--- config.mk ---
export PLATFORM = sky130hd
export DESIGN_NAME = tdc_top
export DESIGN_NICKNAME = d
export VERILOG_FILES = /design/src/tdc_pkg.sv /design/src/tdc_top.sv
export SDC_FILE = /design/constraint.sdc
export NUM_CORES = 1
export LEC_CHECK = 0
export BUFFER_PORTS_ARGS = -buffer_cell sky130_fd_sc_hd__buf_2
export CORE_AREA = 2 2 206 208
export DETAILED_ROUTE_END_ITERATION = 10
export DIE_AREA = 0 0 208 210
export GPL_TIMING_DRIVEN = 0
export PLACE_DENSITY_LB_ADDON = 0.15
export RECOVER_POWER = 50
export REMOVE_ABC_BUFFERS = 1
export SETUP_SLACK_MARGIN = 0.05
export SLEW_MARGIN = 20
export SYNTH_ARGS = -nofsm -noshare
export SYNTH_HDL_FRONTEND = slang
export SYNTH_SLANG_ARGS = --single-unit
--- constraint.sdc ---
create_clock -name CLK_SYS -period 5.1 [get_ports CLK_SYS]
set_input_delay 1.02 -clock CLK_SYS [delete_from_list [all_inputs] [get_ports CLK_SYS]]
set_output_delay 1.02 -clock CLK_SYS [all_outputs]
set_load 0.05 [all_outputs]
--- src/tdc_pkg.sv ---
// Package for the time-of-day clock with alarm and stopwatch.
// Assumes a single system clock domain and an AXI4-Lite register bus.
package tdc_pkg;

   // ********************************************************
   // Register byte offsets
   // ********************************************************
   localparam logic [7:0] OFS_SECONDS   = 8'h00;
   localparam logic [7:0] OFS_HOUR_MIN  = 8'h04;
   localparam logic [7:0] OFS_DAY       = 8'h08;
   localparam logic [7:0] OFS_ALM_SEC   = 8'h0C;
   localparam logic [7:0] OFS_ALM_HM    = 8'h10;
   localparam logic [7:0] OFS_ALM_DAY   = 8'h14;
   localparam logic [7:0] OFS_EVT_FLAG  = 8'h18;
   localparam logic [7:0] OFS_EVT_EN    = 8'h1C;
   localparam logic [7:0] OFS_STOPWATCH = 8'h20;
   localparam logic [7:0] OFS_DIV_UPPER = 8'h24;
   localparam logic [7:0] OFS_DIV_LOWER = 8'h28;

   // ********************************************************
   // Field positions
   // ********************************************************
   localparam int EVT_HOUR   = 5;
   localparam int EVT_SEC    = 4;
   localparam int EVT_DAY    = 3;
   localparam int EVT_ALARM  = 2;
   localparam int EVT_MINUTE = 1;
   localparam int EVT_SWATCH = 0;
   localparam int HM_MIN_LSB = 0;
   localparam int HM_HR_LSB  = 8;

   // ********************************************************
   // Counts and reset values
   // ********************************************************
   localparam logic [5:0] SEC_MAX      = 6'h3B;
   localparam logic [5:0] MIN_MAX      = 6'h3B;
   localparam logic [4:0] HOUR_MAX     = 5'h17;
   localparam logic [5:0] SWATCH_RESET = 6'h3F;
   localparam logic [5:0] EVT_EN_RESET = 6'h00;
   localparam logic [1:0] RESP_OKAY    = 2'h0;
   localparam logic [1:0] RESP_SLVERR  = 2'h2;

   // ********************************************************
   // Time-of-day value
   // ********************************************************
   typedef struct packed {
      logic [15:0] day;
      logic [4:0]  hour;
      logic [5:0]  minute;
      logic [5:0]  second;
   } tdc_time_t;

endpackage : tdc_pkg

--- src/tdc_top.sv ---
// Time-of-day clock: divider, counters, alarm, stopwatch, AXI4-Lite slave.
// Assumes the bus and CLK_SYS share one domain; OSC_IN is asynchronous.
// Summary of operation
// - Day counter increments when hours wrap from 23 to 00.
// - Day register readable and writable anytime; write replaces the count.
// - Day counter keeps its value through system reset.
// - Day count in bits 15..0, any value 0..65535; upper bits zero.
// - Alarm day in bits 15..0, any value 0..65535; upper bits reserved.
// - Alarm registers readable and writable anytime without stopping time.
// - Divide count is 32 bits built from upper and lower 16-bit registers.
// - One-second tick is input clock divided by the full divide count.
// - Sampling clock is input clock divided by divide count bits 31..9.
// - Divide count zero stops the one-second tick completely.
// - Only the one-second tick advances seconds, minutes, hours and days.
// - Seconds 6 bits, minutes 6, hours 5 sharing a register, days 16.
// - Time registers readable and writable anytime while counting goes on.
// - Each seconds increment sets the per-second event flag.
// - Seconds wrap 59 to 00 increments minutes and sets the minute flag.
// - Minute wrap bumps hours, sets hour flag; hour wrap bumps days, day flag.
// - Full time equal to alarm time raises alarm if alarm enabled.
// - Enabled alarm refires every 65536 days; software disables for one-shot.
// - Stopwatch decrements by one on each minute tick.
// - At -1 the stopwatch flags its event if stopwatch enabled, and holds until rewritten.
// - First stopwatch decrement happens at the next minute tick.
// - Enables: hour 5, second 4, day 3, alarm 2, minute 1, stopwatch 0.
// - Enabling stopwatch while at -1 posts its event on next minute tick.
// - Stopwatch count is 6 bits in 5..0, resets to all ones.
`timescale 1ns/1ps
module tdc_top
   import tdc_pkg::*;
(
   // Clock and reset
   input  wire logic        CLK_SYS,
   input  wire logic        RESET_N,
   input  wire logic        CLK_EN,
   // Oscillator input pin
   input  wire logic        OSC_IN,
   // AXI4-Lite write address, data and response
   input  wire logic [7:0]  S_AXI_AWADDR,
   input  wire logic        S_AXI_AWVALID,
   output logic             S_AXI_AWREADY,
   input  wire logic [31:0] S_AXI_WDATA,
   input  wire logic [3:0]  S_AXI_WSTRB,
   input  wire logic        S_AXI_WVALID,
   output logic             S_AXI_WREADY,
   output logic [1:0]       S_AXI_BRESP,
   output logic             S_AXI_BVALID,
   input  wire logic        S_AXI_BREADY,
   // AXI4-Lite read
   input  wire logic [7:0]  S_AXI_ARADDR,
   input  wire logic        S_AXI_ARVALID,
   output logic             S_AXI_ARREADY,
   output logic [31:0]      S_AXI_RDATA,
   output logic [1:0]       S_AXI_RRESP,
   output logic             S_AXI_RVALID,
   input  wire logic        S_AXI_RREADY,
   // Derived clocks and interrupt
   output logic             SAMPLE_CLK,
   output logic             IRQ
);

   // ********************************************************
   // Oscillator synchroniser and edge
   // ********************************************************
   logic [2:0]  osc_sync_ff;
   logic        osc_rise;

   always_ff @(posedge CLK_SYS) begin
      if (!RESET_N) begin
         osc_sync_ff <= 3'h0;
      end else if (CLK_EN) begin
         osc_sync_ff <= {osc_sync_ff[1:0], OSC_IN};
      end
   end
   assign osc_rise = osc_sync_ff[1] & ~osc_sync_ff[2];

   // ********************************************************
   // Divider registers and prescalers
   // ********************************************************
   logic [15:0] div_upper_ff;
   logic [15:0] div_lower_ff;
   logic [31:0] osc_divide_count;
   logic [31:0] sec_div_ff;
   logic [22:0] smp_div_ff;
   logic        sample_clk_ff;
   logic        tick;

   assign osc_divide_count = {div_upper_ff, div_lower_ff};

   // Count wraps at divide count; zero never ticks
   assign tick = osc_rise && (osc_divide_count != 32'h0) && (sec_div_ff >= osc_divide_count - 32'h1);

   always_ff @(posedge CLK_SYS) begin
      if (!RESET_N) begin
         sec_div_ff <= 32'h0;
      end else if (CLK_EN && osc_rise) begin
         sec_div_ff <= tick ? 32'h0 : sec_div_ff + 32'h1;
      end
   end

   // Sampling clock toggles each half of the coarse count
   always_ff @(posedge CLK_SYS) begin
      if (!RESET_N) begin
         smp_div_ff    <= 23'h0;
         sample_clk_ff <= 1'b0;
      end else if (CLK_EN && osc_rise && osc_divide_count[31:9] != 23'h0) begin
         if (smp_div_ff >= osc_divide_count[31:9] - 23'h1) begin
            smp_div_ff    <= 23'h0;
            sample_clk_ff <= 1'b1;
         end else begin
            smp_div_ff    <= smp_div_ff + 23'h1;
            if (smp_div_ff == {1'b0, osc_divide_count[31:10]} - 23'h1) begin
               sample_clk_ff <= 1'b0;
            end
         end
      end
   end
   assign SAMPLE_CLK = sample_clk_ff;

   // ********************************************************
   // Bus decode
   // ********************************************************
   logic        wr_fire;
   logic        aw_held_ff;
   logic        w_held_ff;
   logic [7:0]  aw_addr_ff;
   logic [31:0] w_data_ff;
   logic [3:0]  w_strb_ff;
   logic        bvalid_ff;
   logic        rvalid_ff;
   logic [31:0] rdata_ff;
   logic [1:0]  rresp_ff;
   logic [1:0]  bresp_ff;

   // Ready drops while frozen so no handshake is lost
   assign S_AXI_AWREADY = CLK_EN && !aw_held_ff && !bvalid_ff;
   assign S_AXI_WREADY  = CLK_EN && !w_held_ff && !bvalid_ff;
   assign wr_fire       = aw_held_ff && w_held_ff && !bvalid_ff;

   function automatic logic [31:0] merge(input logic [31:0] old, input logic [31:0] nw, input logic [3:0] st);
      logic [31:0] res;
      res = old;
      for (int i = 0; i < 4; i++) begin
         if (st[i]) begin
            res[8*i +: 8] = nw[8*i +: 8];
         end
      end
      return res;
   endfunction : merge

   logic        wr_known;
   logic [31:0] wr_old;
   logic [31:0] wr_val;
   logic        wr_sec;
   logic        wr_hm;
   logic        wr_day;
   logic        wr_asec;
   logic        wr_ahm;
   logic        wr_aday;
   logic        wr_flag;
   logic        wr_en;
   logic        wr_sw;
   logic        wr_du;
   logic        wr_dl;

   assign wr_sec  = wr_fire && aw_addr_ff == OFS_SECONDS;
   assign wr_hm   = wr_fire && aw_addr_ff == OFS_HOUR_MIN;
   assign wr_day  = wr_fire && aw_addr_ff == OFS_DAY;
   assign wr_asec = wr_fire && aw_addr_ff == OFS_ALM_SEC;
   assign wr_ahm  = wr_fire && aw_addr_ff == OFS_ALM_HM;
   assign wr_aday = wr_fire && aw_addr_ff == OFS_ALM_DAY;
   assign wr_flag = wr_fire && aw_addr_ff == OFS_EVT_FLAG;
   assign wr_en   = wr_fire && aw_addr_ff == OFS_EVT_EN;
   assign wr_sw   = wr_fire && aw_addr_ff == OFS_STOPWATCH;
   assign wr_du   = wr_fire && aw_addr_ff == OFS_DIV_UPPER;
   assign wr_dl   = wr_fire && aw_addr_ff == OFS_DIV_LOWER;
   assign wr_val   = merge(wr_old, w_data_ff, w_strb_ff);

   // ********************************************************
   // Time-of-day counters
   // ********************************************************
   tdc_time_t   tod_ff;
   tdc_time_t   alarm_ff;
   logic [5:0]  flag_ff;
   logic [5:0]  enable_ff;
   logic [5:0]  swatch_ff;
   logic        sec_wrap;
   logic        min_wrap;
   logic        hour_wrap;
   logic        alarm_hit;

   assign sec_wrap  = tick && tod_ff.second == SEC_MAX;
   assign min_wrap  = sec_wrap && tod_ff.minute == MIN_MAX;
   assign hour_wrap = min_wrap && tod_ff.hour == HOUR_MAX;

   // No reset here: time survives system reset
   always_ff @(posedge CLK_SYS) begin
      if (CLK_EN) begin
         if (wr_sec) begin
            tod_ff.second <= wr_val[5:0];
         end else if (tick) begin
            tod_ff.second <= sec_wrap ? 6'h0 : tod_ff.second + 6'h1;
         end
         if (wr_hm) begin
            tod_ff.minute <= wr_val[HM_MIN_LSB +: 6];
            tod_ff.hour   <= wr_val[HM_HR_LSB +: 5];
         end else if (sec_wrap) begin
            tod_ff.minute <= min_wrap ? 6'h0 : tod_ff.minute + 6'h1;
            if (min_wrap) begin
               tod_ff.hour <= hour_wrap ? 5'h0 : tod_ff.hour + 5'h1;
            end
         end
         if (wr_day) begin
            tod_ff.day <= wr_val[15:0];
         end else if (hour_wrap) begin
            tod_ff.day <= tod_ff.day + 16'h1;
         end
      end
   end

   // ********************************************************
   // Alarm and divider settings
   // ********************************************************
   // Alarm settings are kept over reset, like the time itself; the divider registers reset to zero
   always_ff @(posedge CLK_SYS) begin
      if (CLK_EN) begin
         if (wr_asec) begin
            alarm_ff.second <= wr_val[5:0];
         end
         if (wr_ahm) begin
            alarm_ff.minute <= wr_val[HM_MIN_LSB +: 6];
            alarm_ff.hour   <= wr_val[HM_HR_LSB +: 5];
         end
         if (wr_aday) begin
            alarm_ff.day <= wr_val[15:0];
         end
      end
   end

   always_ff @(posedge CLK_SYS) begin
      if (!RESET_N) begin
         div_upper_ff <= 16'h0;
         div_lower_ff <= 16'h0;
      end else if (CLK_EN) begin
         if (wr_du) begin
            div_upper_ff <= wr_val[15:0];
         end
         if (wr_dl) begin
            div_lower_ff <= wr_val[15:0];
         end
      end
   end

   // Compare only on a tick so one match gives one event
   assign alarm_hit = tick && (tod_ff == alarm_ff) && enable_ff[EVT_ALARM];

   // ********************************************************
   // Stopwatch
   // ********************************************************
   // Fires on the step from 0 to -1, and each minute while parked at -1
   logic sw_fire;
   assign sw_fire = sec_wrap && enable_ff[EVT_SWATCH]
                  && (swatch_ff == 6'h0 || swatch_ff == SWATCH_RESET);

   always_ff @(posedge CLK_SYS) begin
      if (!RESET_N) begin
         swatch_ff <= SWATCH_RESET;
      end else if (CLK_EN) begin
         if (wr_sw) begin
            swatch_ff <= wr_val[5:0];
         end else if (sec_wrap && swatch_ff != SWATCH_RESET) begin
            swatch_ff <= swatch_ff - 6'h1;
         end
      end
   end

   // ********************************************************
   // Event flags and enables
   // ********************************************************
   logic [5:0] evt_set;
   always_comb begin
      evt_set             = 6'h0;
      evt_set[EVT_SEC]    = tick;
      evt_set[EVT_MINUTE] = sec_wrap;
      evt_set[EVT_HOUR]   = min_wrap;
      evt_set[EVT_DAY]    = hour_wrap;
      evt_set[EVT_ALARM]  = alarm_hit;
      evt_set[EVT_SWATCH] = sw_fire;
   end

   // Write one to clear; a new event in the same cycle wins
   always_ff @(posedge CLK_SYS) begin
      if (!RESET_N) begin
         flag_ff <= 6'h0;
      end else if (CLK_EN) begin
         flag_ff <= (flag_ff & ~(wr_flag ? wr_val[5:0] : 6'h0)) | evt_set;
      end
   end

   always_ff @(posedge CLK_SYS) begin
      if (!RESET_N) begin
         enable_ff <= EVT_EN_RESET;
      end else if (CLK_EN && wr_en) begin
         enable_ff <= wr_val[5:0];
      end
   end

   assign IRQ = |(flag_ff & enable_ff);

   // ********************************************************
   // Read mux
   // ********************************************************
   function automatic logic [31:0] reg_read(input logic [7:0] a, output logic ok);
      logic [31:0] v;
      v  = 32'h0;
      ok = 1'b1;
      unique case (a)
         OFS_SECONDS:   v[5:0] = tod_ff.second;
         OFS_HOUR_MIN:  v = {19'h0, tod_ff.hour, 2'h0, tod_ff.minute};
         OFS_DAY:       v[15:0] = tod_ff.day;
         OFS_ALM_SEC:   v[5:0] = alarm_ff.second;
         OFS_ALM_HM:    v = {19'h0, alarm_ff.hour, 2'h0, alarm_ff.minute};
         OFS_ALM_DAY:   v[15:0] = alarm_ff.day;
         OFS_EVT_FLAG:  v[5:0] = flag_ff;
         OFS_EVT_EN:    v[5:0] = enable_ff;
         OFS_STOPWATCH: v[5:0] = swatch_ff;
         OFS_DIV_UPPER: v[15:0] = div_upper_ff;
         OFS_DIV_LOWER: v[15:0] = div_lower_ff;
         default:       ok = 1'b0;
      endcase
      return v;
   endfunction : reg_read

   logic        rd_ok;
   logic        wr_rd_ok;
   logic [31:0] rd_val;
   // Output argument needs a procedural caller
   always_comb begin
      wr_old = reg_read(aw_addr_ff, wr_rd_ok);
      rd_val = reg_read({S_AXI_ARADDR[7:2], 2'h0}, rd_ok);
   end
   assign wr_known = wr_rd_ok;

   // ********************************************************
   // AXI4-Lite handshakes
   // ********************************************************
   always_ff @(posedge CLK_SYS) begin
      if (!RESET_N) begin
         aw_held_ff <= 1'b0;
         w_held_ff  <= 1'b0;
         aw_addr_ff <= 8'h0;
         w_data_ff  <= 32'h0;
         w_strb_ff  <= 4'h0;
         bvalid_ff  <= 1'b0;
         bresp_ff   <= RESP_OKAY;
      end else if (CLK_EN) begin
         if (S_AXI_AWVALID && S_AXI_AWREADY) begin
            aw_held_ff <= 1'b1;
            aw_addr_ff <= {S_AXI_AWADDR[7:2], 2'h0};
         end
         if (S_AXI_WVALID && S_AXI_WREADY) begin
            w_held_ff <= 1'b1;
            w_data_ff <= S_AXI_WDATA;
            w_strb_ff <= S_AXI_WSTRB;
         end
         if (wr_fire) begin
            aw_held_ff <= 1'b0;
            w_held_ff  <= 1'b0;
            bvalid_ff  <= 1'b1;
            bresp_ff   <= wr_known ? RESP_OKAY : RESP_SLVERR;
         end else if (bvalid_ff && S_AXI_BREADY) begin
            bvalid_ff <= 1'b0;
         end
      end
   end

   assign S_AXI_ARREADY = CLK_EN && !rvalid_ff;
   always_ff @(posedge CLK_SYS) begin
      if (!RESET_N) begin
         rvalid_ff <= 1'b0;
         rdata_ff  <= 32'h0;
         rresp_ff  <= RESP_OKAY;
      end else if (CLK_EN) begin
         if (S_AXI_ARVALID && !rvalid_ff) begin
            rvalid_ff <= 1'b1;
            rdata_ff  <= rd_val;
            rresp_ff  <= rd_ok ? RESP_OKAY : RESP_SLVERR;
         end else if (rvalid_ff && S_AXI_RREADY) begin
            rvalid_ff <= 1'b0;
         end
      end
   end

   assign S_AXI_BVALID = bvalid_ff;
   assign S_AXI_BRESP  = bresp_ff;
   assign S_AXI_RVALID = rvalid_ff;
   assign S_AXI_RDATA  = rdata_ff;
   assign S_AXI_RRESP  = rresp_ff;

endmodule : tdc_top

==> results.yml <==
layout:
  final_cell_mix: "nand2_1 (225), nor2_1 (198), dfxtp_1 (150)"
  diodes: 0
  drive_gt1_frac: 0.107
  layout_commonest_cell: "nand2_1"
  nets: 1849
  syn_to_final_growth_pct: 13.5
place:
  place_congestion: 0.949
  hpwlAfterDp_um: 35600
  port_buffers: 63
floorplan:
  die_width_um: 208
  dieHeight_um: 210
  start_util: 0.345
  io_pins: 104
  die_area_sq_um: 43700
  core_area_sq_um: 41500
  fp-row-count: 75
critical_path:
  r2r_setup_slack_ps: 290
  worstSetupPathType: "reg2reg"
  arrival_ps: 5110
  end_kind: "flip-flop"
  path_common_cell: "nor4_4"
  rr_startpoint: "div_lower_ff[15]"
  reg2reg_depth: 16
  cpMaxStageDelayCell: "or4_4"
  path_cells: "or4_4 -> nor4_4 -> nand2_2 -> nor4_4 -> nor2b_4 -> xnor2_1 -> ha_1 -> nand4_1 -> nor4_2 -> nand2_1 -> a31oi_1 -> o21a_2 -> buf_4 -> nand3_4 -> o32ai_4 -> clkbuf_16"
  cp_max_fo: 9
  worstPathRequired_ps: 5400
  cpPeakStageDelay_ps: 670
  start_kind: "flip-flop"
  regToRegEndpoint: "tod_ff[26]"
route:
  wire_per_inst_um: 21.2
  drc: 0
  drt-total-wl_um: 48400
  drt_first_pass_iters: 5
  drtIter0Drc: 1261
  ant_nets: 0
  vias_per_cell: 5.54
  vias: 12635
synth:
  syn_area_sq_um: 14300
  ys_seq_elements: 221
  synth.area.top_cells: "dfxtp_1 (22%), edfxtp_1 (14%), xor2_1 (7.6%)"
  synth_area_leader_cell: "dfxtp_1"
  synthCells: 1705
  syn_area_per_cell_sq_um: 8.39
  ys_types: 74
  ys_warn_count: 0
  yosys_most_used_dff: "dfxtp_1"
  ys_seq_area_frac: 0.355
  async_flop_share: 0
  synth-edff-count: 66
  synth_top_cell_area_share: 0.217
timing:
  period_share: 0.944
  fmax_mhz: 208
  slew_violations: 103
  worstMarginPinSlew_ps: 2500
  grt_setup_unrepaired: "false"
  fin_crit_ps: 4810
  relSlewSlack: -0.665
  timing.final.setup_violations: 0
  hold_violations: 0
  hold_ws_ps: 455
  finalClockSkew_ps: 27.6
clocking:
  cts_tree: "yes"
  root_buffer: "clkbuf_16"
  path_clk_slew_ps: 60
  cts.sinks: 221
  clk-insertion-delay-late_ps: 580
  clk_path_buf_depth: 3
  cts_buffers: 29
  htreeDepth: 1
global_routing:
  grt_max_degree: 50
  grt_pass1_vias: 12003
  grt_overflow: 0
  grt_use_total: 0.217
  grt_pass1_wl_um: 73800
  antenna_found_initial: 0
hold_path:
  min_path_cells: 2
  holdPathEnd: "w_data_ff[3]"
  worstHoldStart: "w_data_ff[3]"
  hold_class: "reg2reg"
flow_run:
  maxCapViolCount: 3
power_and_ir_drop:
  power_leakage_nw: 6.29
  power_density_nw_per_um2: 266
  ir_drop_v: 0.000198
  power_mw: 4.33
run_status:
  status: "finished with violations"
  failed_checks: "capacitance limit, slew limit"
==> Yosys cell counts, types with 4 or more instances <==
cell type / number
nand2_1: 229
nor2_1: 200
dfxtp_1: 155
a21oi_1: 126
xor2_1: 125
clkbuf_1: 86
ha_1: 68
edfxtp_1: 66
xnor2_1: 61
nand3_1: 57
o21ai_0: 53
mux2i_1: 45
nor3_1: 35
inv_1: 33
nand4_1: 30
nor4_1: 29
a22oi_1: 26
mux2_2: 20
o22ai_1: 20
buf_4: 18
nand2b_1: 16
and2_1: 13
a31oi_1: 12
a211oi_1: 11
buf_1: 11
nor2b_1: 11
a22o_1: 10
and3_1: 10
and4_1: 10
a222oi_1: 9
mux4_2: 9
a2111oi_0: 8
buf_2: 7
nand3b_1: 7
o31ai_1: 7
a221o_1: 4
a221oi_1: 4
o211ai_1: 4
o21a_1: 4
==> where the power goes <==
group | switching [mW] | total, mW | internal [mW]
Sequential | 0.0238 | 1.85 | 1.83
Clock | 0.831 | 2.14 | 1.31
Combinational | 0.242 | 0.331 | 0.0893
Total | 1.10 | 4.33 | 3.23
==> registers in the layout, indices dropped and copies added, names as in the netlist, 2 cells and up <==
name          cells
osc_sync_ff       3
aw_addr_ff        6
sec_div_ff       32
div_upper_ff     16
smp_div_ff       23
div_lower_ff     16
tod_ff           33
alarm_ff         33
swatch_ff         6
w_data_ff        16
enable_ff         6
w_strb_ff         2
flag_ff           6
S_AXI_RDATA      16
==> worst max path at each step <==
stage / startpoint / end / slack [ps] / depth (start not counted)
6_report: div_lower_ff[15] / tod_ff[26] / 290 / 16
3_5_place_dp: div_lower_ff[10] / tod_ff[15] / -1680 / 17
3_3_place_gp: div_lower_ff[10] / tod_ff[31] / -2350 / 16
5_1_grt: div_lower_ff[14] / tod_ff[26] / 40 / 16
2_1_floorplan: div_lower_ff[10] / tod_ff[17] / -60 / 16
4_1_cts: div_lower_ff[10] / flag_ff[2] / 80 / 17
==> logic make-up after synthesis <==
family / count (synthesis) / synth area share
buffers and inverters: 159 / 0.0486
multiplexers: 74 / 0.0614
AND/OR/NAND/NOR: 674 / 0.220
XOR/XNOR: 186 / 0.114
other: 1 / 0.000262
flip-flops: 221 / 0.355
adder cells (fa/ha/maj): 68 / 0.0594
AO/OA/AOI/OAI: 322 / 0.142
==> per-stage QoR <==
stage	util	setup slack, ps	std cells	TNS, ps	instance area [sq um]
after floorplan	-	-61.3	1597	-2140	13800
after global placement	0.357	-2350	2199	-186640	14800
after detailed placement	0.363	-1680	2215	-120650	15100
after CTS	0.390	81.0	2275	0	16200
after global routing	0.392	44.9	2282	0	16300
final	0.392	288	2282	0	16300
==> worst max-delay path: cells and delay by family (launching register included) <==
family | cells | cell delay [ps]
fa+ha+maj | 1 | 320
flops | 1 | 510
compound gates | 3 | 750
xor+xnor | 1 | 120
buf+inv | 2 | 420
simple gates | 9 | 2370
==> cell type report <==
cell class	instances	area (sq um)
Fill cell	4273	25200
Multi-Input combinational cell	1342	8800
Sequential cell	221	5090
Clock buffer	44	893
Tap cell	539	674
Timing Repair Buffer	92	528
Clock inverter	10	130
Inverter	34	130
==> metal layers <==
layer | part of all wire | up-vias | track usage
met4 | 0.034 | 0 | 0.0741
met2 | 0.46 | 431 | 0.357
met3 | 0.060 | 100 | 0.0304
li1 | - | 6061 | -
met5 | 0 | - | 0
met1 | 0.45 | 6043 | 0.293
==> timing repair <==
| action | CTS | global route |
|---|---|---|
| resized for setup | 19 | 22 |
| endpoints found under the setup margin | 116 | 106 |
| pin swaps | 5 | 8 |
| hold buffers | 0 | 0 |
| cloned | 0 | 1 |
| endpoints found under the hold margin | 0 | 0 |
| buffers inserted | 6 | 6 |
Note: power is estimated with default switching activity, not from simulation.
